--- config.mk ---
export PLATFORM = sky130hd
export DESIGN_NAME = media_seq_issuer
export DESIGN_NICKNAME = d
export VERILOG_FILES = /design/src/logic/media_seq_pkg.sv /design/src/logic/media_seq_issuer.sv
export SDC_FILE = /design/constraint.sdc
export NUM_CORES = 1
export LEC_CHECK = 0
export ABC_AREA = 1
export BUFFER_PORTS_ARGS = -buffer_cell sky130_fd_sc_hd__buf_4
export CORE_MARGIN = 4
export CORE_UTILIZATION = 35
export CTS_CLUSTER_DIAMETER = 60
export CTS_CLUSTER_SIZE = 40
export DETAILED_ROUTE_END_ITERATION = 10
export HOLD_SLACK_MARGIN = 0.1
export MAX_ROUTING_LAYER = met4
export PLACE_DENSITY = 0.58
export SLEW_MARGIN = 20
export SYNTH_ARGS = -nofsm -noshare
export SYNTH_HDL_FRONTEND = slang
export SYNTH_SLANG_ARGS = --single-unit
export TNS_END_PERCENT = 1
--- constraint.sdc ---
create_clock -name clk_i -period 2.5 [get_ports clk_i]
set_input_delay 0.5 -clock clk_i [delete_from_list [all_inputs] [get_ports clk_i]]
set_output_delay 0.5 -clock clk_i [all_outputs]
set_load 0.005 [all_outputs]
--- src/logic/media_seq_pkg.sv ---
// constants and types for the media command sequence issuer
// Functional notes
// [RULE_01] every state change preceded by a flush
// [RULE_02] fence before first select per context
// [RULE_03] base address before first select
// [RULE_04] issued stages strictly in stage order
// [RULE_05] flush stage is mandatory
// [RULE_06] cache disable, flush, optional re-enable writes
// [RULE_07] 3d-to-media: setup state, zero fences
// [RULE_08] select always followed by fence
// [RULE_09] at most one fence in fence stage
// [RULE_10] base address first in state stage
// [RULE_11] media state pointers at least once
// [RULE_12] streamer entries zero or one
// [RULE_13] two fixed vertex elements
// [RULE_14] one vertex buffer, pitch 0x20
// [RULE_15] indirect size multiple of 32 bytes
// [RULE_16] one constant buffer between flushes
// [RULE_17] fixed point-list draw fields
// [RULE_18] draw precedes media objects it feeds
// [RULE_19] any number of media objects
// [RULE_20] stats off before media work
// [RULE_21] sticky error flag identifies violation
package media_seq_pkg;
  localparam logic [7:0] CMD_FLUSH = 8'h01;
  localparam logic [7:0] CMD_LOAD_REG = 8'h02;
  localparam logic [7:0] CMD_SETUP_STATE = 8'h03;
  localparam logic [7:0] CMD_SELECT = 8'h04;
  localparam logic [7:0] CMD_FENCE = 8'h05;
  localparam logic [7:0] CMD_BASE_ADDR = 8'h06;
  localparam logic [7:0] CMD_MEDIA_PTRS = 8'h07;
  localparam logic [7:0] CMD_STREAMER_STATE = 8'h08;
  localparam logic [7:0] CMD_FETCH_AHEAD = 8'h09;
  localparam logic [7:0] CMD_SYS_ROUTINE = 8'h0A;
  localparam logic [7:0] CMD_VERTEX_ELEM = 8'h0B;
  localparam logic [7:0] CMD_VERTEX_BUF = 8'h0C;
  localparam logic [7:0] CMD_CONST_BUF = 8'h0D;
  localparam logic [7:0] CMD_DRAW = 8'h0E;
  localparam logic [7:0] CMD_MEDIA_OBJ = 8'h0F;
  localparam logic [7:0] CMD_STATS_EN = 8'h10;
  localparam logic [31:0] VC_REG_ADDR = 32'h0000_2124;
  localparam logic [31:0] VC_DISABLE = 32'h1000_0000;
  localparam logic [31:0] VC_ENABLE = 32'h1000_1000;
  localparam logic [31:0] VB_PITCH = 32'h0000_0020;
  localparam logic [31:0] VE_FORMAT = 32'h0000_0002;
  localparam logic [31:0] VE_CTRL = 32'h0000_0001;
  localparam logic [31:0] VE1_OFFSET = 32'h0000_0010;
  localparam logic [31:0] TOPO_POINTS = 32'h0000_0001;
  localparam logic [11:0] OFF_CTRL = 12'h000;
  localparam logic [11:0] OFF_STATUS = 12'h004;
  localparam logic [11:0] OFF_ADDR = 12'h008;
  localparam logic [11:0] OFF_SIZE = 12'h00C;
  localparam logic [11:0] OFF_COUNT = 12'h010;
  localparam int CTRL_GO = 0;
  localparam int CTRL_OLDER = 1;
  localparam int CTRL_FROM3D = 2;
  localparam int CTRL_INDIRECT = 3;
  localparam int CTRL_NEWCTX = 4;
  localparam int CTRL_CSENTRY = 5;
  localparam int CTRL_MIXED = 6;
  localparam int STAT_BUSY = 0;
  localparam int STAT_ERR = 1;
  localparam logic [31:0] CTRL_RESET = 32'h0000_0000;
  localparam int NUM_STEPS = 20;
  typedef struct packed {
    logic [7:0] op;
    logic [31:0] arg0;
    logic [31:0] arg1;
  } cmd_s;
endpackage

--- src/logic/media_seq_issuer.sv ---
// apb-controlled issuer of the media pipeline setup command stream
//
// The implementer's own choice: register access over APB.
`timescale 1ns/1ps
module media_seq_issuer (
  // clock and reset
  input wire logic clk_i,
  input wire logic rst_i,
  // apb slave
  input wire logic psel_i,
  input wire logic penable_i,
  input wire logic pwrite_i,
  input wire logic [11:0] paddr_i,
  input wire logic [31:0] pwdata_i,
  output logic [31:0] prdata_o,
  output logic pready_o,
  output logic pslverr_o,
  // command stream toward the device
  output logic cmd_valid_o,
  output media_seq_pkg::cmd_s cmd_o,
  input wire logic cmd_ready_i
);
  typedef enum logic [2:0] {
    S_IDLE = 3'b001,
    S_SEND = 3'b010,
    S_WAIT = 3'b100
  } state_e;
  state_e state;
  logic [31:0] ctrl;
  logic [31:0] ind_addr;
  logic [31:0] ind_size;
  logic [7:0] obj_count;
  logic [7:0] obj_sent;
  logic [4:0] step;
  logic err;
  logic flushed;
  logic cb_seen;
  logic [31:0] rdata;
  logic [31:0] vcount;
  media_seq_pkg::cmd_s step_cmd;
  logic step_skip;
  wire logic wr = psel_i & penable_i & pwrite_i;
  wire logic rd_en = psel_i & ~penable_i & ~pwrite_i;
  wire logic go = wr && paddr_i == media_seq_pkg::OFF_CTRL
    && pwdata_i[media_seq_pkg::CTRL_GO] && state == S_IDLE;
  wire logic older = ctrl[media_seq_pkg::CTRL_OLDER];
  wire logic ind = ctrl[media_seq_pkg::CTRL_INDIRECT] & older;
  wire logic hs = cmd_valid_o & cmd_ready_i;
  wire logic [31:0] entries = {31'h0, ctrl[media_seq_pkg::CTRL_CSENTRY]};
  // [RULE_15] size multiple of 32 bytes
  wire logic size_bad = pwdata_i[media_seq_pkg::CTRL_INDIRECT]
    & pwdata_i[media_seq_pkg::CTRL_OLDER] & (ind_size[4:0] != 5'h00);
  assign vcount = {5'h00, ind_size[31:5]};
  // [RULE_04] fixed program in stage order
  always_comb begin
    step_cmd = '0;
    step_skip = 1'b0;
    unique case (step)
      // [RULE_03] base address early
      5'd0: begin
        step_cmd.op = media_seq_pkg::CMD_BASE_ADDR;
        step_cmd.arg0 = ind_addr;
      end
      // [RULE_20] stats off
      5'd1: begin
        step_cmd.op = media_seq_pkg::CMD_STATS_EN;
        step_skip = ~ctrl[media_seq_pkg::CTRL_MIXED];
      end
      // [RULE_06] disable vertex cache
      5'd2: begin
        step_cmd.op = media_seq_pkg::CMD_LOAD_REG;
        step_cmd.arg0 = media_seq_pkg::VC_REG_ADDR;
        step_cmd.arg1 = media_seq_pkg::VC_DISABLE;
        step_skip = ~older;
      end
      // [RULE_05] mandatory flush
      5'd3: step_cmd.op = media_seq_pkg::CMD_FLUSH;
      // [RULE_06] re-enable for indirect
      5'd4: begin
        step_cmd.op = media_seq_pkg::CMD_LOAD_REG;
        step_cmd.arg0 = media_seq_pkg::VC_REG_ADDR;
        step_cmd.arg1 = media_seq_pkg::VC_ENABLE;
        step_skip = ~ind;
      end
      // [RULE_07] setup state zero entries
      5'd5: begin
        step_cmd.op = media_seq_pkg::CMD_SETUP_STATE;
        step_skip = ~ctrl[media_seq_pkg::CTRL_FROM3D];
      end
      // [RULE_07] all 3d fences zero
      5'd6: begin
        step_cmd.op = media_seq_pkg::CMD_FENCE;
        step_skip = ~ctrl[media_seq_pkg::CTRL_FROM3D];
      end
      // [RULE_02] fence before first select
      5'd7: begin
        step_cmd.op = media_seq_pkg::CMD_FENCE;
        step_cmd.arg0 = {31'h0, ctrl[media_seq_pkg::CTRL_CSENTRY]};
        step_skip = ~ctrl[media_seq_pkg::CTRL_NEWCTX];
      end
      5'd8: step_cmd.op = media_seq_pkg::CMD_SELECT;
      // [RULE_08] [RULE_09] one fence after select
      5'd9: begin
        step_cmd.op = media_seq_pkg::CMD_FENCE;
        step_cmd.arg0 = {31'h0, ctrl[media_seq_pkg::CTRL_CSENTRY]};
      end
      // [RULE_10] base address leads state
      5'd10: begin
        step_cmd.op = media_seq_pkg::CMD_BASE_ADDR;
        step_cmd.arg0 = ind_addr;
      end
      // [RULE_11] media pointers
      5'd11: step_cmd.op = media_seq_pkg::CMD_MEDIA_PTRS;
      // [RULE_12] entry count zero or one
      5'd12: begin
        step_cmd.op = media_seq_pkg::CMD_STREAMER_STATE;
        step_cmd.arg0 = entries;
      end
      // [RULE_13] fixed vertex elements
      5'd13: begin
        step_cmd.op = media_seq_pkg::CMD_VERTEX_ELEM;
        step_cmd.arg0 = media_seq_pkg::VE_FORMAT;
        step_cmd.arg1 = media_seq_pkg::VE1_OFFSET;
        step_skip = ~ind;
      end
      // [RULE_14] single buffer pitch
      5'd14: begin
        step_cmd.op = media_seq_pkg::CMD_VERTEX_BUF;
        step_cmd.arg0 = ind_addr;
        step_cmd.arg1 = media_seq_pkg::VB_PITCH;
        step_skip = ~ind;
      end
      // [RULE_16] one constant buffer
      5'd15: begin
        step_cmd.op = media_seq_pkg::CMD_CONST_BUF;
        step_skip = ~ind | cb_seen;
      end
      // [RULE_17] [RULE_18] draw before objects
      5'd16: begin
        step_cmd.op = media_seq_pkg::CMD_DRAW;
        step_cmd.arg0 = media_seq_pkg::TOPO_POINTS;
        step_cmd.arg1 = vcount;
        step_skip = ~ind;
      end
      // [RULE_19] media objects repeat
      5'd17: begin
        step_cmd.op = media_seq_pkg::CMD_MEDIA_OBJ;
        step_cmd.arg0 = ind_addr;
        step_cmd.arg1 = ind_size;
        step_skip = (obj_count == 8'h00);
      end
      default: step_skip = 1'b1;
    endcase
  end
  wire logic last_obj = (step == 5'd17) && (obj_sent + 8'h01 >= obj_count);
  always_ff @(posedge clk_i) begin
    if (rst_i) begin
      state <= S_IDLE;
      step <= 5'd0;
      obj_sent <= 8'h00;
      cmd_valid_o <= 1'b0;
      cmd_o <= '0;
      flushed <= 1'b0;
      cb_seen <= 1'b0;
    end else begin
      unique case (state)
        S_IDLE: if (go) begin
          state <= S_SEND;
          step <= 5'd0;
          obj_sent <= 8'h00;
          flushed <= 1'b0;
        end
        S_SEND: begin
          if (step >= 5'd18) begin
            state <= S_IDLE;
          end else if (!cmd_valid_o && !step_skip) begin
            cmd_valid_o <= 1'b1;
            cmd_o <= step_cmd;
            state <= S_WAIT;
          end else if (step_skip) begin
            step <= step + 5'd1;
          end
        end
        S_WAIT: if (hs) begin
          cmd_valid_o <= 1'b0;
          state <= S_SEND;
          // [RULE_01] track flush before state
          if (cmd_o.op == media_seq_pkg::CMD_FLUSH) begin
            flushed <= 1'b1;
            cb_seen <= 1'b0;
          end
          if (cmd_o.op == media_seq_pkg::CMD_CONST_BUF) cb_seen <= 1'b1;
          if (step == 5'd17 && !last_obj) begin
            obj_sent <= obj_sent + 8'h01;
          end else begin
            step <= step + 5'd1;
          end
        end
        default: state <= S_IDLE;
      endcase
    end
  end
  // [RULE_21] sticky error
  wire logic state_op = hs && (cmd_o.op == media_seq_pkg::CMD_MEDIA_PTRS);
  always_ff @(posedge clk_i) begin
    if (rst_i) err <= 1'b0;
    else if (go && size_bad) err <= 1'b1;
    else if (state_op && !flushed) err <= 1'b1;
    else if (wr && paddr_i == media_seq_pkg::OFF_STATUS
      && pwdata_i[media_seq_pkg::STAT_ERR]) err <= 1'b0;
  end
  // apb registers
  always_ff @(posedge clk_i) begin
    if (rst_i) begin
      ctrl <= media_seq_pkg::CTRL_RESET;
      ind_addr <= 32'h0000_0000;
      ind_size <= 32'h0000_0000;
      obj_count <= 8'h00;
    end else if (wr && state == S_IDLE) begin
      if (paddr_i == media_seq_pkg::OFF_CTRL) ctrl <= pwdata_i;
      if (paddr_i == media_seq_pkg::OFF_ADDR) ind_addr <= pwdata_i;
      if (paddr_i == media_seq_pkg::OFF_SIZE) ind_size <= pwdata_i;
      if (paddr_i == media_seq_pkg::OFF_COUNT) obj_count <= pwdata_i[7:0];
    end
  end
  always_comb begin
    unique case (paddr_i)
      media_seq_pkg::OFF_CTRL: rdata = ctrl & 32'hFFFF_FFFE;
      media_seq_pkg::OFF_STATUS: rdata = {30'h0, err, state != S_IDLE};
      media_seq_pkg::OFF_ADDR: rdata = ind_addr;
      media_seq_pkg::OFF_SIZE: rdata = ind_size;
      media_seq_pkg::OFF_COUNT: rdata = {24'h0, obj_count};
      default: rdata = 32'h0000_0000;
    endcase
  end
  wire logic known = paddr_i == media_seq_pkg::OFF_CTRL
    || paddr_i == media_seq_pkg::OFF_STATUS
    || paddr_i == media_seq_pkg::OFF_ADDR
    || paddr_i == media_seq_pkg::OFF_SIZE
    || paddr_i == media_seq_pkg::OFF_COUNT;
  always_ff @(posedge clk_i) begin
    if (rst_i) begin
      prdata_o <= 32'h0000_0000;
      pready_o <= 1'b0;
      pslverr_o <= 1'b0;
    end else begin
      pready_o <= psel_i & ~penable_i;
      pslverr_o <= psel_i & ~penable_i & ~known;
      if (rd_en) prdata_o <= rdata;
    end
  end
  // [RULE_03] context trackers for checks
  logic base_seen;
  logic cs_grant;
  always_ff @(posedge clk_i) begin
    if (rst_i || go) begin
      base_seen <= 1'b0;
      cs_grant <= 1'b0;
    end else if (hs) begin
      if (cmd_o.op == media_seq_pkg::CMD_BASE_ADDR) base_seen <= 1'b1;
      if (cmd_o.op == media_seq_pkg::CMD_FENCE) cs_grant <= cmd_o.arg0[0];
    end
  end
  // [RULE_08] select followed by fence
  property p_select_fence;
    @(posedge clk_i) disable iff (rst_i)
    (hs && cmd_o.op == media_seq_pkg::CMD_SELECT) |=>
      !cmd_valid_o ##[1:40] (cmd_valid_o &&
      cmd_o.op == media_seq_pkg::CMD_FENCE);
  endproperty
  a_select_fence: assert property (p_select_fence) // [RULE_08]
    else $error("select not followed by fence");
  // [RULE_12] entries zero or one
  property p_entries;
    @(posedge clk_i) disable iff (rst_i)
    (cmd_valid_o && cmd_o.op == media_seq_pkg::CMD_STREAMER_STATE)
      |-> cmd_o.arg0 == {31'h0, cs_grant};
  endproperty
  a_entries: assert property (p_entries) // [RULE_12]
    else $error("streamer entry count out of range");
  // [RULE_14] pitch fixed
  property p_pitch;
    @(posedge clk_i) disable iff (rst_i)
    (cmd_valid_o && cmd_o.op == media_seq_pkg::CMD_VERTEX_BUF)
      |-> cmd_o.arg1 == media_seq_pkg::VB_PITCH;
  endproperty
  a_pitch: assert property (p_pitch) // [RULE_14]
    else $error("vertex buffer pitch wrong");
  // [RULE_01] flushed before pointers
  property p_flush_first;
    @(posedge clk_i) disable iff (rst_i)
    (cmd_valid_o && cmd_o.op == media_seq_pkg::CMD_MEDIA_PTRS)
      |-> flushed;
  endproperty
  a_flush_first: assert property (p_flush_first) // [RULE_01]
    else $error("state change without flush");
  // [RULE_17] draw topology
  property p_draw;
    @(posedge clk_i) disable iff (rst_i)
    (cmd_valid_o && cmd_o.op == media_seq_pkg::CMD_DRAW)
      |-> cmd_o.arg0 == media_seq_pkg::TOPO_POINTS
        && cmd_o.arg1 == {5'h00, ind_size[31:5]};
  endproperty
  a_draw: assert property (p_draw) // [RULE_17]
    else $error("draw fields wrong");
  // [RULE_16] single constant buffer
  property p_one_cb;
    @(posedge clk_i) disable iff (rst_i)
    (cmd_valid_o && cmd_o.op == media_seq_pkg::CMD_CONST_BUF) |-> !cb_seen;
  endproperty
  a_one_cb: assert property (p_one_cb) // [RULE_16]
    else $error("second constant buffer");
  // [RULE_06] cache register writes
  property p_loadreg;
    @(posedge clk_i) disable iff (rst_i)
    (cmd_valid_o && cmd_o.op == media_seq_pkg::CMD_LOAD_REG)
      |-> cmd_o.arg0 == media_seq_pkg::VC_REG_ADDR;
  endproperty
  a_loadreg: assert property (p_loadreg) // [RULE_06]
    else $error("wrong cache register");
  // [RULE_21] error sticks
  property p_err_sticky;
    @(posedge clk_i) disable iff (rst_i)
    (err && !wr) |=> err;
  endproperty
  a_err_sticky: assert property (p_err_sticky) // [RULE_21]
    else $error("error flag dropped");
  // [RULE_04] command held until taken
  property p_cmd_hold;
    @(posedge clk_i) disable iff (rst_i)
    (cmd_valid_o && !cmd_ready_i) |=> cmd_valid_o && $stable(cmd_o);
  endproperty
  a_cmd_hold: assert property (p_cmd_hold) // [RULE_04]
    else $error("command changed before taken");
  // [RULE_03] base address before select
  property p_base_first;
    @(posedge clk_i) disable iff (rst_i)
    (hs && cmd_o.op == media_seq_pkg::CMD_SELECT) |-> base_seen;
  endproperty
  a_base_first: assert property (p_base_first) // [RULE_03]
    else $error("select before base address");
  // [RULE_05] flush before select
  property p_flush_select;
    @(posedge clk_i) disable iff (rst_i)
    (hs && cmd_o.op == media_seq_pkg::CMD_SELECT) |-> flushed;
  endproperty
  a_flush_select: assert property (p_flush_select) // [RULE_05]
    else $error("select without flush stage");
  // [RULE_13] vertex element fields
  property p_vertex_elem;
    @(posedge clk_i) disable iff (rst_i)
    (cmd_valid_o && cmd_o.op == media_seq_pkg::CMD_VERTEX_ELEM)
      |-> cmd_o.arg0 == media_seq_pkg::VE_FORMAT
        && cmd_o.arg1 == media_seq_pkg::VE1_OFFSET;
  endproperty
  a_vertex_elem: assert property (p_vertex_elem) // [RULE_13]
    else $error("vertex element fields wrong");
  // [RULE_16] constant buffer before draw
  property p_cb_before_draw;
    @(posedge clk_i) disable iff (rst_i)
    (cmd_valid_o && cmd_o.op == media_seq_pkg::CMD_DRAW) |-> cb_seen;
  endproperty
  a_cb_before_draw: assert property (p_cb_before_draw) // [RULE_16]
    else $error("draw without constant buffer");
  // [RULE_15] bad size flagged
  property p_size_err;
    @(posedge clk_i) disable iff (rst_i)
    (go && pwdata_i[media_seq_pkg::CTRL_INDIRECT]
      && pwdata_i[media_seq_pkg::CTRL_OLDER]
      && ind_size[4:0] != 5'h00) |=> err;
  endproperty
  a_size_err: assert property (p_size_err) // [RULE_15]
    else $error("bad indirect size not flagged");
endmodule // media_seq_issuer

==> qor.tcl, run 1 <==
set qor(floorplan.io_pins) 157
set qor(syn_avg_cell_area_um2) 6.99
set qor(area.growth.synth_to_final_pct) 24.3
set qor(synth_sequential_area_ratio) 0.443
set qor(finish.cell_count_without_fillers) 1981
set qor(htree_levels) 1
set qor(dpl.hpwl_mm) 22.5
set qor(ctsRootBufferMaster) {sky130_fd_sc_hd__clkbuf_16}
set qor(leakage_nw) 5.39
set qor(use_met2) 0.264
set qor(layout.nets) 1644
set qor(worst-path-max-fanout) 30
set qor(busiest_layer) {met1}
set qor(layout-drive-gt1-share) 0.155
set qor(fillerInstances) 2949
set qor(outcome) {complete, no violations}
set qor(path_type_of_the_worst_setup_path) {reg -> reg}
set qor(insertion_delay_ns) 0.53
set qor(route.detailed.drc) 0
set qor(p_seq_frac) 0.452
set qor(p_clk_frac) 0.457
set qor(first_global_vias) 8487
set qor(clk_pin_slew_worst_paths_ns) 0.07
set qor(core_um2) 28700
set qor(clk_skew_ns) 0.0231
set qor(stdcell_area_um2) 12700
set qor(path_cells) {inv_1 -> ha_1 -> nand3_1 -> inv_1 -> nand2_1 -> nand2_1 -> inv_1 -> nand2_1 -> nor2_4 -> nand4_4 -> buf_12 -> clkbuf_16 -> o21ai_0 -> nor2_1}
set qor(cts.path.max_buffers) 3
set qor(internal_power_mw) 5.86
set qor(antenna-diode-count) 0
set qor(async_reset_ff_frac) 0
set qor(met1_usage) 0.312
set qor(synth_ff_type) {sky130_fd_sc_hd__dfxtp_1}
set qor(synthesis.area_um2) 10200
set qor(post_detailed_routing_wire_length_mm) 32.4
set qor(die_area_um2) 31900
set qor(fin_crit_ns) 2.38
set qor(placementRows) 62
set qor(maximum_vdd_drop_mv) 0.378
set qor(post_cts_hold_buffer_count) 0
set qor(max_freq_mhz) 421
set qor(synth.ff_latch_count) 226
set qor(floorplan.initialDensity) 0.355
set qor(finalMaxSlewViolations) 0
set qor(setup-violations-final) 0
set qor(final_antenna_net_count) 0
set qor(detail_route.iter0.violations) 970
set qor(detailed_place.area_um2) 11700
set qor(critical_path.max_stage_delay_ns) 0.38
set qor(gr_util_met3) 0.0302
set qor(critPathLaunchType) {register}
set qor(first_pass_iters) 5
set qor(global_route.overflow_total) 0
set qor(power.combinational.fraction) 0.091
set qor(cts_num_sinks) 226
set qor(crit_end_category) {register}
set qor(number_of_buffers_added_by_the_clock_tree_synthesis_step) 23
set qor(grt_setup_unrepaired) {yes}
set qor(yosys_warnings) 0
set qor(worst_path_max_delay_cell) {sky130_fd_sc_hd__dfxtp_1}
set qor(fin_total_pwr_mw) 8.06
set qor(placed_cells) 1933
set qor(cp.required_ns) 2.91
set qor(finalWeightedCongestion) 0.854
set qor(die_w_um) 179
set qor(gr-usage-all-layers) 0.197
set qor(setup-tns-final_ns) 0
set qor(synth_edf_count) 0
set qor(routed_wire_length_per_instance_um) 16.3
set qor(timing_hold_violations_final) 0
set qor(io_buffers) 153
set qor(power_density_nw_per_um2) 636
set qor(layout.area.seq_um2) 4530
set qor(max_cap_viol_count) 0
set qor(cts_tree) {yes}
set qor(sw_frac) 0.274
set qor(tightestPinTransition_ns) 1.01
set qor(synth_cell_type_count) 36
set qor(hold_path_class) {in -> reg}
set qor(grt_pass1_wl_mm) 48.3
set qor(die_h_um) 179
set qor(cp_data_arrival_time_ns) 2.79
set qor(routed_via_density) 4.82
set qor(grt_start_max_net_pins) 86
set qor(worst_slew_margin_rel) 0.324
set qor(syn-instance-count) 1459
set qor(multiInputGateArea_um2) 4380
set qor(period_share) 0.951
set qor(vias) 9541
set qor(antenna_found_initial) 0
set qor(net-switching-power_mw) 2.21
cell usage after synthesis (2+ instances only):
library cell                instances  area (um2)
sky130_fd_sc_hd__o221ai_1           3        26.3
sky130_fd_sc_hd__buf_2              3        15.0
sky130_fd_sc_hd__dfxtp_1          226        4520
sky130_fd_sc_hd__o2111ai_1          2        17.5
sky130_fd_sc_hd__nor2_1           159         597
sky130_fd_sc_hd__nor3_1             8        40.0
sky130_fd_sc_hd__inv_1            247         927
sky130_fd_sc_hd__nand4_1            7        43.8
sky130_fd_sc_hd__nor2_2             4        25.0
sky130_fd_sc_hd__o21ai_1           57         285
sky130_fd_sc_hd__nand2_1          207         777
sky130_fd_sc_hd__ha_1              14         175
sky130_fd_sc_hd__nand3_1           29         145
sky130_fd_sc_hd__clkbuf_1          67         251
sky130_fd_sc_hd__o22ai_1           64         400
sky130_fd_sc_hd__xnor2_1            2        17.5
sky130_fd_sc_hd__inv_2              5        18.8
sky130_fd_sc_hd__buf_1              3        11.3
sky130_fd_sc_hd__a21oi_1          165         826
sky130_fd_sc_hd__o21ai_0          148         741
sky130_fd_sc_hd__a21o_1             2        15.0
sky130_fd_sc_hd__xor2_1             6        52.6
sky130_fd_sc_hd__buf_4              5        37.5
sky130_fd_sc_hd__nand3b_1           4        30.0
sky130_fd_sc_hd__buf_6              9         101
sky130_fd_sc_hd__nor4_1             3        18.8
repair_timing:
action	in CTS	in global routing
hold endpoints to repair	0	0
buffers inserted	0	1
gates cloned	0	5
setup endpoints to repair	1	76
gates resized for setup	1	22
pin swaps	0	1
power by group through the flow:
| stage | combinational [mW] | clock (mW) | sequential (mW) |
|---|---|---|---|
| floorplan | 0.435 | 0 | 3.72 |
| global placement | 0.699 | 0 | 3.72 |
| detailed placement | 0.700 | 0 | 3.72 |
| CTS | 0.703 | 3.76 | 3.64 |
| global route | 0.823 | 3.90 | 3.64 |
| finish | 0.736 | 3.69 | 3.64 |
logic make-up after synthesis:
kind of cell	count (synthesis)	share of synthesized area
compound gates	445	0.230
simple gates	426	0.169
buf+inv	339	0.134
flops	226	0.443
fa+ha+maj	14	0.0172
xor+xnor	8	0.00687
other cells	1	0.000368
layer usage:
metal / vias to the layer above / wire length [um] / share of wire
li1: 4950 / - / -
met1: 4259 / 16500 / 0.51
met2: 304 / 13100 / 0.40
met3: 28 / 2510 / 0.077
met4: 0 / 313 / 0.0097
met5: - / 0 / 0
placed cells by master (no fill, tap or decap), types with 7 or more instances in the layout:
master                      count
sky130_fd_sc_hd__inv_1        246
sky130_fd_sc_hd__dfxtp_1      223
sky130_fd_sc_hd__nand2_1      206
sky130_fd_sc_hd__a21oi_1      165
sky130_fd_sc_hd__buf_4        165
sky130_fd_sc_hd__nor2_1       156
sky130_fd_sc_hd__o21ai_0      144
sky130_fd_sc_hd__o22ai_1       64
sky130_fd_sc_hd__o21ai_1       61
sky130_fd_sc_hd__nand3_1       27
sky130_fd_sc_hd__clkbuf_16     27
sky130_fd_sc_hd__ha_1          13
sky130_fd_sc_hd__buf_12         8
sky130_fd_sc_hd__nand4_1        7
sky130_fd_sc_hd__nor3_1         7
final timing paths:
check        slack [ns]  cells after the start      endpoint          from
max                0.12                     14     cmd_o[63]       step[1]
min                0.25                      3  ind_size[31]  pwdata_i[31]
max reg2reg        0.12                     14     cmd_o[63]       step[1]
min reg2reg        0.45                      2      ctrl[16]      ctrl[16]
layout make-up:
type	instances	area share
Tap cell	384	0.0379
Clock buffer	25	0.0460
Clock inverter	17	0.0177
Inverter	252	0.0746
Timing Repair Buffer	180	0.121
Sequential cell	226	0.357
Multi-Input combinational cell	897	0.346
worst max-delay path, delay by kind of cell (launching register included):
family | cells | cell delay [ns]
flops | 1 | 0.38
compound gates | 1 | 0.16
fa+ha+maj | 1 | 0.22
buf+inv | 5 | 0.63
simple gates | 7 | 0.86
registers in the layout, summed over array words and instances (netlist names):
register     cells
flushed          1
cb_seen          1
ctrl            31
pready_o         1
cmd_o           69
step             5
pslverr_o        1
state            3
cmd_valid_o      1
ind_size        32
ind_addr        32
obj_sent         8
prdata_o        32
obj_count        8
err              1
metrics by stage:
stage,hold WS [ns],setup slack (ns),util
after floorplan,0.430,0.320,-
after global placement,0.437,0.0436,0.407
after detailed placement,0.442,-0.00247,0.407
after CTS,0.234,0.0450,0.435
after global routing,0.258,-0.0626,0.442
final,0.248,0.123,0.442
Power figures use the tool's default switching activity.
==> run 2: changes to the inputs <==
==> constraint.sdc (replaced) <==
create_clock -name clk_i -period 2.5 [get_ports clk_i]
set_input_delay 0.25 -clock clk_i [delete_from_list [all_inputs] [get_ports clk_i]]
set_output_delay 0.25 -clock clk_i [all_outputs]
set_load 0.005 [all_outputs]
==> qor.tcl, run 2 (synthesis results as in run 1) <==
set qor(die_area_um2) 31900 ;# unchanged
set qor(path_type_of_the_worst_setup_path) {reg -> reg}
set qor(period_share) 0.928 ;# -0.0226
set qor(ctsRootBufferMaster) {sky130_fd_sc_hd__clkbuf_16}
set qor(power.combinational.fraction) 0.099 ;# +0.008
set qor(multiInputGateArea_um2) 4370 ;# -0.29%
set qor(finalMaxSlewViolations) 0 ;# unchanged
set qor(route.detailed.drc) 0 ;# unchanged
set qor(setup-violations-final) 0 ;# unchanged
set qor(outcome) {complete, no violations}
set qor(path_delay_family) {simple AND/OR/NAND/NOR gates}
set qor(path_cells) {ha_1 -> inv_1 -> nor2_1 -> ha_1 -> nand3b_1 -> nor2_1 -> nand3_1 -> nand4_4 -> buf_12 -> buf_12 -> nand2_1 -> o21ai_1 -> nor2_1}
set qor(gr-usage-all-layers) 0.200 ;# +0.00350
set qor(tightestPinTransition_ns) 1.00 ;# -0.00884 ns
set qor(layout-drive-gt1-share) 0.149 ;# -0.00608
set qor(insertion_delay_ns) 0.52 ;# about the same
set qor(max_cap_viol_count) 0 ;# unchanged
set qor(area.growth.synth_to_final_pct) 25.1
set qor(antenna_found_initial) 0 ;# unchanged
set qor(grt_pass1_wl_mm) 49.5 ;# +2.4%
set qor(register_ranked_first_by_flip_flop_count) {cmd_o}
set qor(dp_slack_ns) 0.0725 ;# +0.0749 ns
set qor(p_seq_frac) 0.475 ;# +0.023
set qor(p_clk_frac) 0.426 ;# -0.031
set qor(first_global_vias) 8772 ;# +3.4%
set qor(post_detailed_routing_wire_length_mm) 32.1 ;# -0.81%
set qor(post-route-worst-setup-slack_ns) 0.179 ;# +0.0566 ns
set qor(net-switching-power_mw) 2.13 ;# -3.3%
set qor(cp.required_ns) 2.87 ;# -0.04 ns
set qor(fin_total_pwr_mw) 7.67 ;# -4.9%
set qor(clk_pin_slew_worst_paths_ns) 0.08 ;# about the same
set qor(final_cell_mix) {sky130_fd_sc_hd__inv_1 (246), sky130_fd_sc_hd__dfxtp_1 (222), sky130_fd_sc_hd__nand2_1 (205)}
set qor(setup-tns-final_ns) 0 ;# unchanged
set qor(worstSetupStartpoint) {step[0]}
set qor(final_antenna_net_count) 0 ;# unchanged
set qor(worst_slew_margin_rel) 0.330 ;# +0.00590
set qor(dpl.hpwl_mm) 22.8 ;# +1.0%
set qor(fillerInstances) 2978 ;# +0.98%
set qor(placementRows) 62 ;# unchanged
set qor(routed_via_density) 4.81 ;# -0.17%
set qor(hp_start) {pwrite_i}
set qor(met1_usage) 0.315 ;# +0.00288
set qor(cts_tree) {yes}
set qor(final_common_cell) {sky130_fd_sc_hd__inv_1}
set qor(hold_path_class) {in -> reg}
set qor(floorplan.io_pins) 157 ;# unchanged
set qor(die_w_um) 179 ;# unchanged
set qor(vias) 9645 ;# +1.1%
set qor(routed_wire_length_per_instance_um) 16.0 ;# -2.0%
set qor(leakage_nw) 5.40 ;# +0.31%
set qor(finalWeightedCongestion) 0.862 ;# +0.89%
set qor(critPathLaunchType) {register}
set qor(io_buffers) 153 ;# unchanged
set qor(internal_power_mw) 5.54 ;# -5.5%
set qor(grt_setup_unrepaired) {yes}
set qor(global_route.overflow_total) 0 ;# unchanged
set qor(grt_start_max_net_pins) 74 ;# -14%
set qor(die_h_um) 179 ;# unchanged
set qor(critical-path-top-cell-by-count) {sky130_fd_sc_hd__nor2_1}
set qor(sw_frac) 0.278 ;# +0.00459
set qor(antenna-diode-count) 0 ;# unchanged
set qor(cts.path.max_buffers) 3 ;# unchanged
set qor(busiest_layer) {met1}
set qor(crit_end_category) {register}
set qor(first_pass_iters) 6 ;# +1
set qor(max_freq_mhz) 431 ;# +2.4%
set qor(detail_route.iter0.violations) 822 ;# -15%
set qor(worst_path_max_delay_cell) {sky130_fd_sc_hd__dfxtp_2}
set qor(critical_path.n_buffers_inverters) 3 ;# -2
set qor(worst-path-max-fanout) 38 ;# +27%
set qor(htree_levels) 1 ;# unchanged
set qor(use_met2) 0.275 ;# +0.0103
set qor(number_of_buffers_added_by_the_clock_tree_synthesis_step) 20 ;# -13%
set qor(timing_hold_violations_final) 0 ;# unchanged
set qor(cts_num_sinks) 226 ;# unchanged
set qor(largest_register_ff_count) 69 ;# unchanged
set qor(fin_crit_ns) 2.32 ;# -0.0566 ns
set qor(power_density_nw_per_um2) 601 ;# -5.5%
set qor(gr_util_met3) 0.0238 ;# -0.00633
set qor(clk_skew_ns) 0.0119 ;# -0.0113 ns
set qor(core_um2) 28700 ;# unchanged
set qor(cp_data_arrival_time_ns) 2.70 ;# -0.09 ns
set qor(floorplan.initialDensity) 0.355 ;# unchanged
set qor(maximum_vdd_drop_mv) 0.433 ;# +15%
set qor(layout.nets) 1672 ;# +1.7%
set qor(critical_path.max_stage_delay_ns) 0.35 ;# -0.03 ns
set qor(reg2reg_from) {step[0]}
set qor(final_core_util) 0.445 ;# +0.00301
set qor(layout.area.seq_um2) 4530 ;# about the same
run 2: cell types whose count changed in the layout (fill, tap and decap cells not counted), moves of 2 or more:
cell,previous run,this run
sky130_fd_sc_hd__inv_12,3,0
sky130_fd_sc_hd__bufinv_16,2,0
sky130_fd_sc_hd__o21ai_1,61,59
sky130_fd_sc_hd__clkbuf_16,27,21
sky130_fd_sc_hd__inv_6,6,3
sky130_fd_sc_hd__inv_16,0,2
sky130_fd_sc_hd__buf_12,8,3
sky130_fd_sc_hd__o21ai_0,144,146
sky130_fd_sc_hd__buf_4,165,173
sky130_fd_sc_hd__dlygate4sd3_1,0,34
sky130_fd_sc_hd__clkinv_8,2,5
run 2: through the flow:
stage / cells / hold slack, ns / cell area [um2]
CTS: 2005 / 0.115 / 12700
global placement: 1935 / 0.438 / 11700
detailed placement: 1935 / 0.446 / 11700
finish: 2006 / 0.128 / 12800
floorplan: 1461 / 0.330 / 10200
global route: 2006 / 0.144 / 12800
run 2: repair_timing:
action | 4_1_cts | 5_1_grt
hold buffers | 34 | 0
hold endpoints to repair | 104 | 0
endpoints found under the setup margin | 0 | 75
setup buffers | 0 | 1
resized for setup | 0 | 17
run 2: power by group through the flow:
stage          Sequential (mW)  Clock, mW  Combinational, mW
2_1_floorplan             3.72          0              0.435
3_3_place_gp              3.72          0              0.695
3_5_place_dp              3.72          0              0.697
4_1_cts                   3.64       3.34              0.743
5_1_grt                   3.64       3.47              0.851
6_report                  3.64       3.27              0.761
run 2: per-layer routing:
metal	up-vias	routed length (um)
met5	-	0
met4	0	494
met3	35	2040
met2	286	12800
met1	4335	16700
li1	4989	-
run 2: worst register-to-register path: stages, from the launching register on:
cell and delay (ns):
sky130_fd_sc_hd__dfxtp_2 0.35, sky130_fd_sc_hd__ha_1 0.25, sky130_fd_sc_hd__inv_1 0.07, sky130_fd_sc_hd__nor2_1 0.04, sky130_fd_sc_hd__ha_1 0.23, sky130_fd_sc_hd__nand3b_1 0.18
sky130_fd_sc_hd__nor2_1 0.13, sky130_fd_sc_hd__nand3_1 0.15, sky130_fd_sc_hd__nand4_4 0.14, sky130_fd_sc_hd__buf_12 0.20, sky130_fd_sc_hd__buf_12 0.23, sky130_fd_sc_hd__nand2_1 0.08
sky130_fd_sc_hd__o21ai_1 0.07, sky130_fd_sc_hd__nor2_1 0.05
run 2: layout make-up:
type | count | share of cell area
inverters | 252 | 0.0741
flip-flops and latches | 226 | 0.355
clock inverters | 14 | 0.0136
repair buffers | 212 | 0.136
well taps | 384 | 0.0376
multi-input cells | 896 | 0.342
clock buffers | 22 | 0.0415
run 2: final timing paths:
check                                    to  slack [ns]  cells after the start
worst max-delay path              cmd_o[45]        0.18                     13
worst min register to register      ctrl[9]        0.46                      2
worst min-delay path            prdata_o[1]        0.13                      4
worst max register to register    cmd_o[45]        0.18                     13
==> run 3: changes to the inputs <==
--- a/config.mk
+++ b/config.mk
@@ -5,9 +5,7 @@
 export SDC_FILE = /design/constraint.sdc
 export NUM_CORES = 1
 export LEC_CHECK = 0
-export ABC_AREA = 1
 export BUFFER_PORTS_ARGS = -buffer_cell sky130_fd_sc_hd__buf_4
-export CORE_MARGIN = 4
 export CORE_UTILIZATION = 35
 export CTS_CLUSTER_DIAMETER = 60
 export CTS_CLUSTER_SIZE = 40
==> qor.tcl, run 3 <==
set qor(fin_total_pwr_mw) 7.31 ;# -4.7%
set qor(die_area_um2) 28500 ;# -11%
set qor(critical_path.n_buffers_inverters) 2 ;# -1
set qor(routed_via_density) 5.30 ;# +10%
set qor(fin_crit_ns) 2.44 ;# +0.122 ns
set qor(synth.ff_latch_count) 226 ;# unchanged
set qor(cp_data_arrival_time_ns) 2.88 ;# +0.18 ns
set qor(fillerInstances) 2606 ;# -12%
set qor(tightestPinTransition_ns) 0.738 ;# -0.266 ns
set qor(finalMaxSlewViolations) 0 ;# unchanged
set qor(cts_num_sinks) 226 ;# unchanged
set qor(synth_edf_count) 0 ;# unchanged
set qor(first_global_vias) 8887 ;# +1.3%
set qor(area.growth.synth_to_final_pct) 34.8
set qor(grt_pass1_wl_mm) 51.4 ;# +3.9%
set qor(finalWeightedCongestion) 0.947 ;# +9.9%
set qor(synthesis.area_um2) 9750 ;# -4.5%
set qor(worst_slew_margin_rel) 0.495 ;# +0.166
set qor(hp_start) {psel_i}
set qor(synth_ff_type) {sky130_fd_sc_hd__dfxtp_1}
set qor(io_buffers) 153 ;# unchanged
set qor(hold_path_class) {in -> reg}
set qor(path_type_of_the_worst_setup_path) {reg -> reg}
set qor(global_route.overflow_total) 0 ;# unchanged
set qor(cts.path.max_buffers) 3 ;# unchanged
set qor(crit_end_category) {register}
set qor(max_cap_viol_count) 0 ;# unchanged
set qor(yosys.cell_count.top_type) {sky130_fd_sc_hd__nand2_1}
set qor(yosys-top-cells-area) {sky130_fd_sc_hd__dfxtp_1 (46%), sky130_fd_sc_hd__nand2_1 (11%), sky130_fd_sc_hd__a21oi_1 (7.8%)}
set qor(clk_skew_ns) 0.0564 ;# +0.0446 ns
set qor(htree_levels) 1 ;# unchanged
set qor(worst-r2r-cell-count) 14 ;# +1
set qor(antenna_found_initial) 0 ;# unchanged
set qor(cell_depth_of_the_worst_min_delay_path) 3 ;# -1
set qor(insertion_delay_ns) 0.55 ;# +0.03 ns
set qor(layout.nets) 1457 ;# -13%
set qor(worst-path-max-fanout) 9 ;# -76%
set qor(whs_endpoint) {pready_o}
set qor(ctsRootBufferMaster) {sky130_fd_sc_hd__clkbuf_16}
set qor(register_ranked_first_by_flip_flop_count) {cmd_o}
set qor(placed_cells) 1707 ;# -12%
set qor(detail_route.iter0.violations) 822 ;# unchanged
set qor(dpl.hpwl_mm) 22.9 ;# +0.48%
set qor(vias) 9433 ;# -2.2%
set qor(syn-instance-count) 1181 ;# -19%
set qor(path_cells) {ha_4 -> nand3_4 -> buf_6 -> nor2_2 -> or2_4 -> ha_4 -> o21ai_0 -> a21oi_2 -> o41ai_4 -> a21bo_1 -> a211oi_4 -> buf_6 -> nand3_1 -> a21oi_2}
set qor(reg2reg_slack_ns) 0.06 ;# -0.12 ns
set qor(cts_tree) {yes}
set qor(leakage_nw) 4.85 ;# -10%
set qor(netlist.area_leader.share) 0.464 ;# +0.0208
set qor(maximum_vdd_drop_mv) 0.452 ;# +4.2%
set qor(final_cell_mix) {sky130_fd_sc_hd__nand2_1 (277), sky130_fd_sc_hd__buf_4 (244), sky130_fd_sc_hd__dfxtp_1 (220)}
set qor(grt_start_max_net_pins) 78 ;# +5.4%
set qor(setup-violations-final) 0 ;# unchanged
set qor(post_detailed_routing_wire_length_mm) 33.0 ;# +2.8%
set qor(worst_path_max_delay_cell) {sky130_fd_sc_hd__dfxtp_4}
set qor(placementRows) 60 ;# -3.2%
set qor(timing_hold_violations_final) 0 ;# unchanged
set qor(cp.required_ns) 2.94 ;# +0.07 ns
set qor(critPathLaunchType) {register}
set qor(core_um2) 27100 ;# -5.6%
set qor(path_delay_family) {compound AO/OA/AOI/OAI gates}
set qor(largest_register_ff_count) 69 ;# unchanged
set qor(clk_pin_slew_worst_paths_ns) 0.06 ;# -0.02 ns
set qor(die_h_um) 169 ;# -5.5%
set qor(antenna-diode-count) 0 ;# unchanged
set qor(yosys_warnings) 0 ;# unchanged
set qor(layout-drive-gt1-share) 0.280 ;# +0.131
set qor(final_antenna_net_count) 0 ;# unchanged
set qor(die_w_um) 169 ;# -5.5%
set qor(reg2reg_from) {obj_sent[0]}
set qor(first_pass_iters) 6 ;# unchanged
set qor(synth_largest_area_cell) {sky130_fd_sc_hd__dfxtp_1}
set qor(syn_avg_cell_area_um2) 8.25 ;# +18%
set qor(max_freq_mhz) 409 ;# -5.0%
set qor(critical_path.max_stage_delay_ns) 0.36 ;# about the same
set qor(outcome) {complete, no violations}
set qor(period_share) 0.977 ;# +0.0489
set qor(finish.cell_count_without_fillers) 1779 ;# -11%
set qor(synth_cell_type_count) 78 ;# +120%
set qor(yosys-top-cells-count) {sky130_fd_sc_hd__nand2_1 (278), sky130_fd_sc_hd__dfxtp_1 (226), sky130_fd_sc_hd__a21oi_1 (152), sky130_fd_sc_hd__nor2_1 (65), sky130_fd_sc_hd__clkbuf_1 (59)}
set qor(gr-usage-all-layers) 0.235 ;# +0.0350
set qor(routed_wire_length_per_instance_um) 18.6 ;# +16%
set qor(floorplan.initialDensity) 0.360 ;# +0.00415
set qor(number_of_buffers_added_by_the_clock_tree_synthesis_step) 21 ;# +5.0%
set qor(route.detailed.drc) 0 ;# unchanged
set qor(power_density_nw_per_um2) 557 ;# -7.4%
set qor(synth_sequential_area_ratio) 0.464 ;# +0.0208
set qor(regToRegEndpoint) {step[2]}
set qor(final_common_cell) {sky130_fd_sc_hd__nand2_1}
set qor(async_reset_ff_frac) 0 ;# unchanged
set qor(floorplan.io_pins) 157 ;# unchanged
set qor(grt_setup_unrepaired) {yes}
-- run 3: changes by cell type in the layout (fill, tap and decap cells not counted), moves of 59 or more --
| cell | previous run | this run |
|---|---|---|
| sky130_fd_sc_hd__buf_4 | 173 | 244 |
| sky130_fd_sc_hd__inv_1 | 246 | 15 |
| sky130_fd_sc_hd__nor2_1 | 156 | 60 |
| sky130_fd_sc_hd__nand2_1 | 205 | 277 |
| sky130_fd_sc_hd__o21ai_0 | 146 | 40 |
| sky130_fd_sc_hd__o22ai_1 | 64 | 1 |
| sky130_fd_sc_hd__o21ai_1 | 59 | 0 |
-- run 3: layout make-up --
| type | instances | area, um2 | area share |
|---|---|---|---|
| Multi-Input combinational cell | 839 | 5000 | 0.381 |
| Sequential cell | 226 | 4540 | 0.345 |
| Timing Repair Buffer | 287 | 2330 | 0.177 |
| Clock buffer | 23 | 533 | 0.0406 |
| Tap cell | 372 | 465 | 0.0354 |
| Clock inverter | 14 | 204 | 0.0155 |
| Inverter | 18 | 67.6 | 0.00514 |
-- run 3: metrics by stage --
| stage | worst slack, ns | TNS [ns] | hold slack [ns] | cell area, um2 | util |
|---|---|---|---|---|---|
| 2_1_floorplan | -0.0108 | -0.104 | 0.386 | 9770 | - |
| 3_3_place_gp | -0.0570 | -0.300 | 0.436 | 11700 | 0.433 |
| 3_5_place_dp | -0.0835 | -0.855 | 0.441 | 11700 | 0.433 |
| 4_1_cts | -0.0426 | -0.119 | 0.124 | 12900 | 0.478 |
| 5_1_grt | -0.0623 | -0.440 | 0.173 | 13100 | 0.485 |
| 6_report | 0.0569 | 0 | 0.150 | 13100 | 0.485 |
-- run 3: worst register-to-register path, stage by stage, from the launching register on --
cell                       delay [ns]
sky130_fd_sc_hd__dfxtp_4         0.36
sky130_fd_sc_hd__ha_4            0.17
sky130_fd_sc_hd__nand3_4         0.06
sky130_fd_sc_hd__buf_6           0.09
sky130_fd_sc_hd__nor2_2          0.03
sky130_fd_sc_hd__or2_4           0.26
sky130_fd_sc_hd__ha_4            0.25
sky130_fd_sc_hd__o21ai_0         0.09
sky130_fd_sc_hd__a21oi_2         0.18
sky130_fd_sc_hd__o41ai_4         0.11
sky130_fd_sc_hd__a21bo_1         0.21
sky130_fd_sc_hd__a211oi_4        0.17
sky130_fd_sc_hd__buf_6           0.16
sky130_fd_sc_hd__nand3_1         0.10
sky130_fd_sc_hd__a21oi_2         0.14
-- run 3: worst max-delay path by stage --
stage                      from           to  slack, ns  cells after the start
finish              obj_sent[0]      step[2]       0.06                     14
global route        obj_sent[2]  obj_sent[1]      -0.06                     12
CTS                 obj_sent[0]  obj_sent[0]      -0.04                     13
detailed placement  obj_sent[1]      step[3]      -0.08                     13
global placement    obj_sent[1]  obj_sent[2]      -0.06                     11
floorplan               step[4]    cmd_o[19]      -0.01                     10
-- run 3: cells by family after synthesis --
family                   after synthesis  synth area share
AO/OA/AOI/OAI                        302             0.204
XOR/XNOR                               5           0.00449
adder cells (fa/ha/maj)               14            0.0180
buffers and inverters                118            0.0562
flip-flops                           226             0.464
multiplexers                          17            0.0185
other                                  1          0.000385
AND/OR/NAND/NOR                      498             0.234
-- run 3: repair_timing --
item | 4_1_cts | 5_1_grt
pin swaps | 16 | 8
hold endpoints to repair | 105 | 0
setup endpoints to repair | 34 | 80
cloned | 0 | 0
hold buffers | 33 | 0
buffers inserted | 1 | 1
gates resized for setup | 30 | 37
-- run 3: metal layers --
metal / up-vias / GRT usage / wire length, um
li1: 4581 / - / -
met1: 4501 / 0.324 / 15500
met2: 302 / 0.362 / 15000
met3: 49 / 0.0238 / 1770
met4: 0 / 0.0731 / 777
met5: - / - / 0
-- run 3: power by group --
group / internal [mW] / total [mW] / leakage, nW / switching [mW]
Sequential: 3.60 / 3.60 / 1.82 / 0.000933
Combinational: 0.102 / 0.241 / 2.67 / 0.138
Clock: 1.79 / 3.48 / 0.353 / 1.69
Total: 5.49 / 7.31 / 4.85 / 1.83
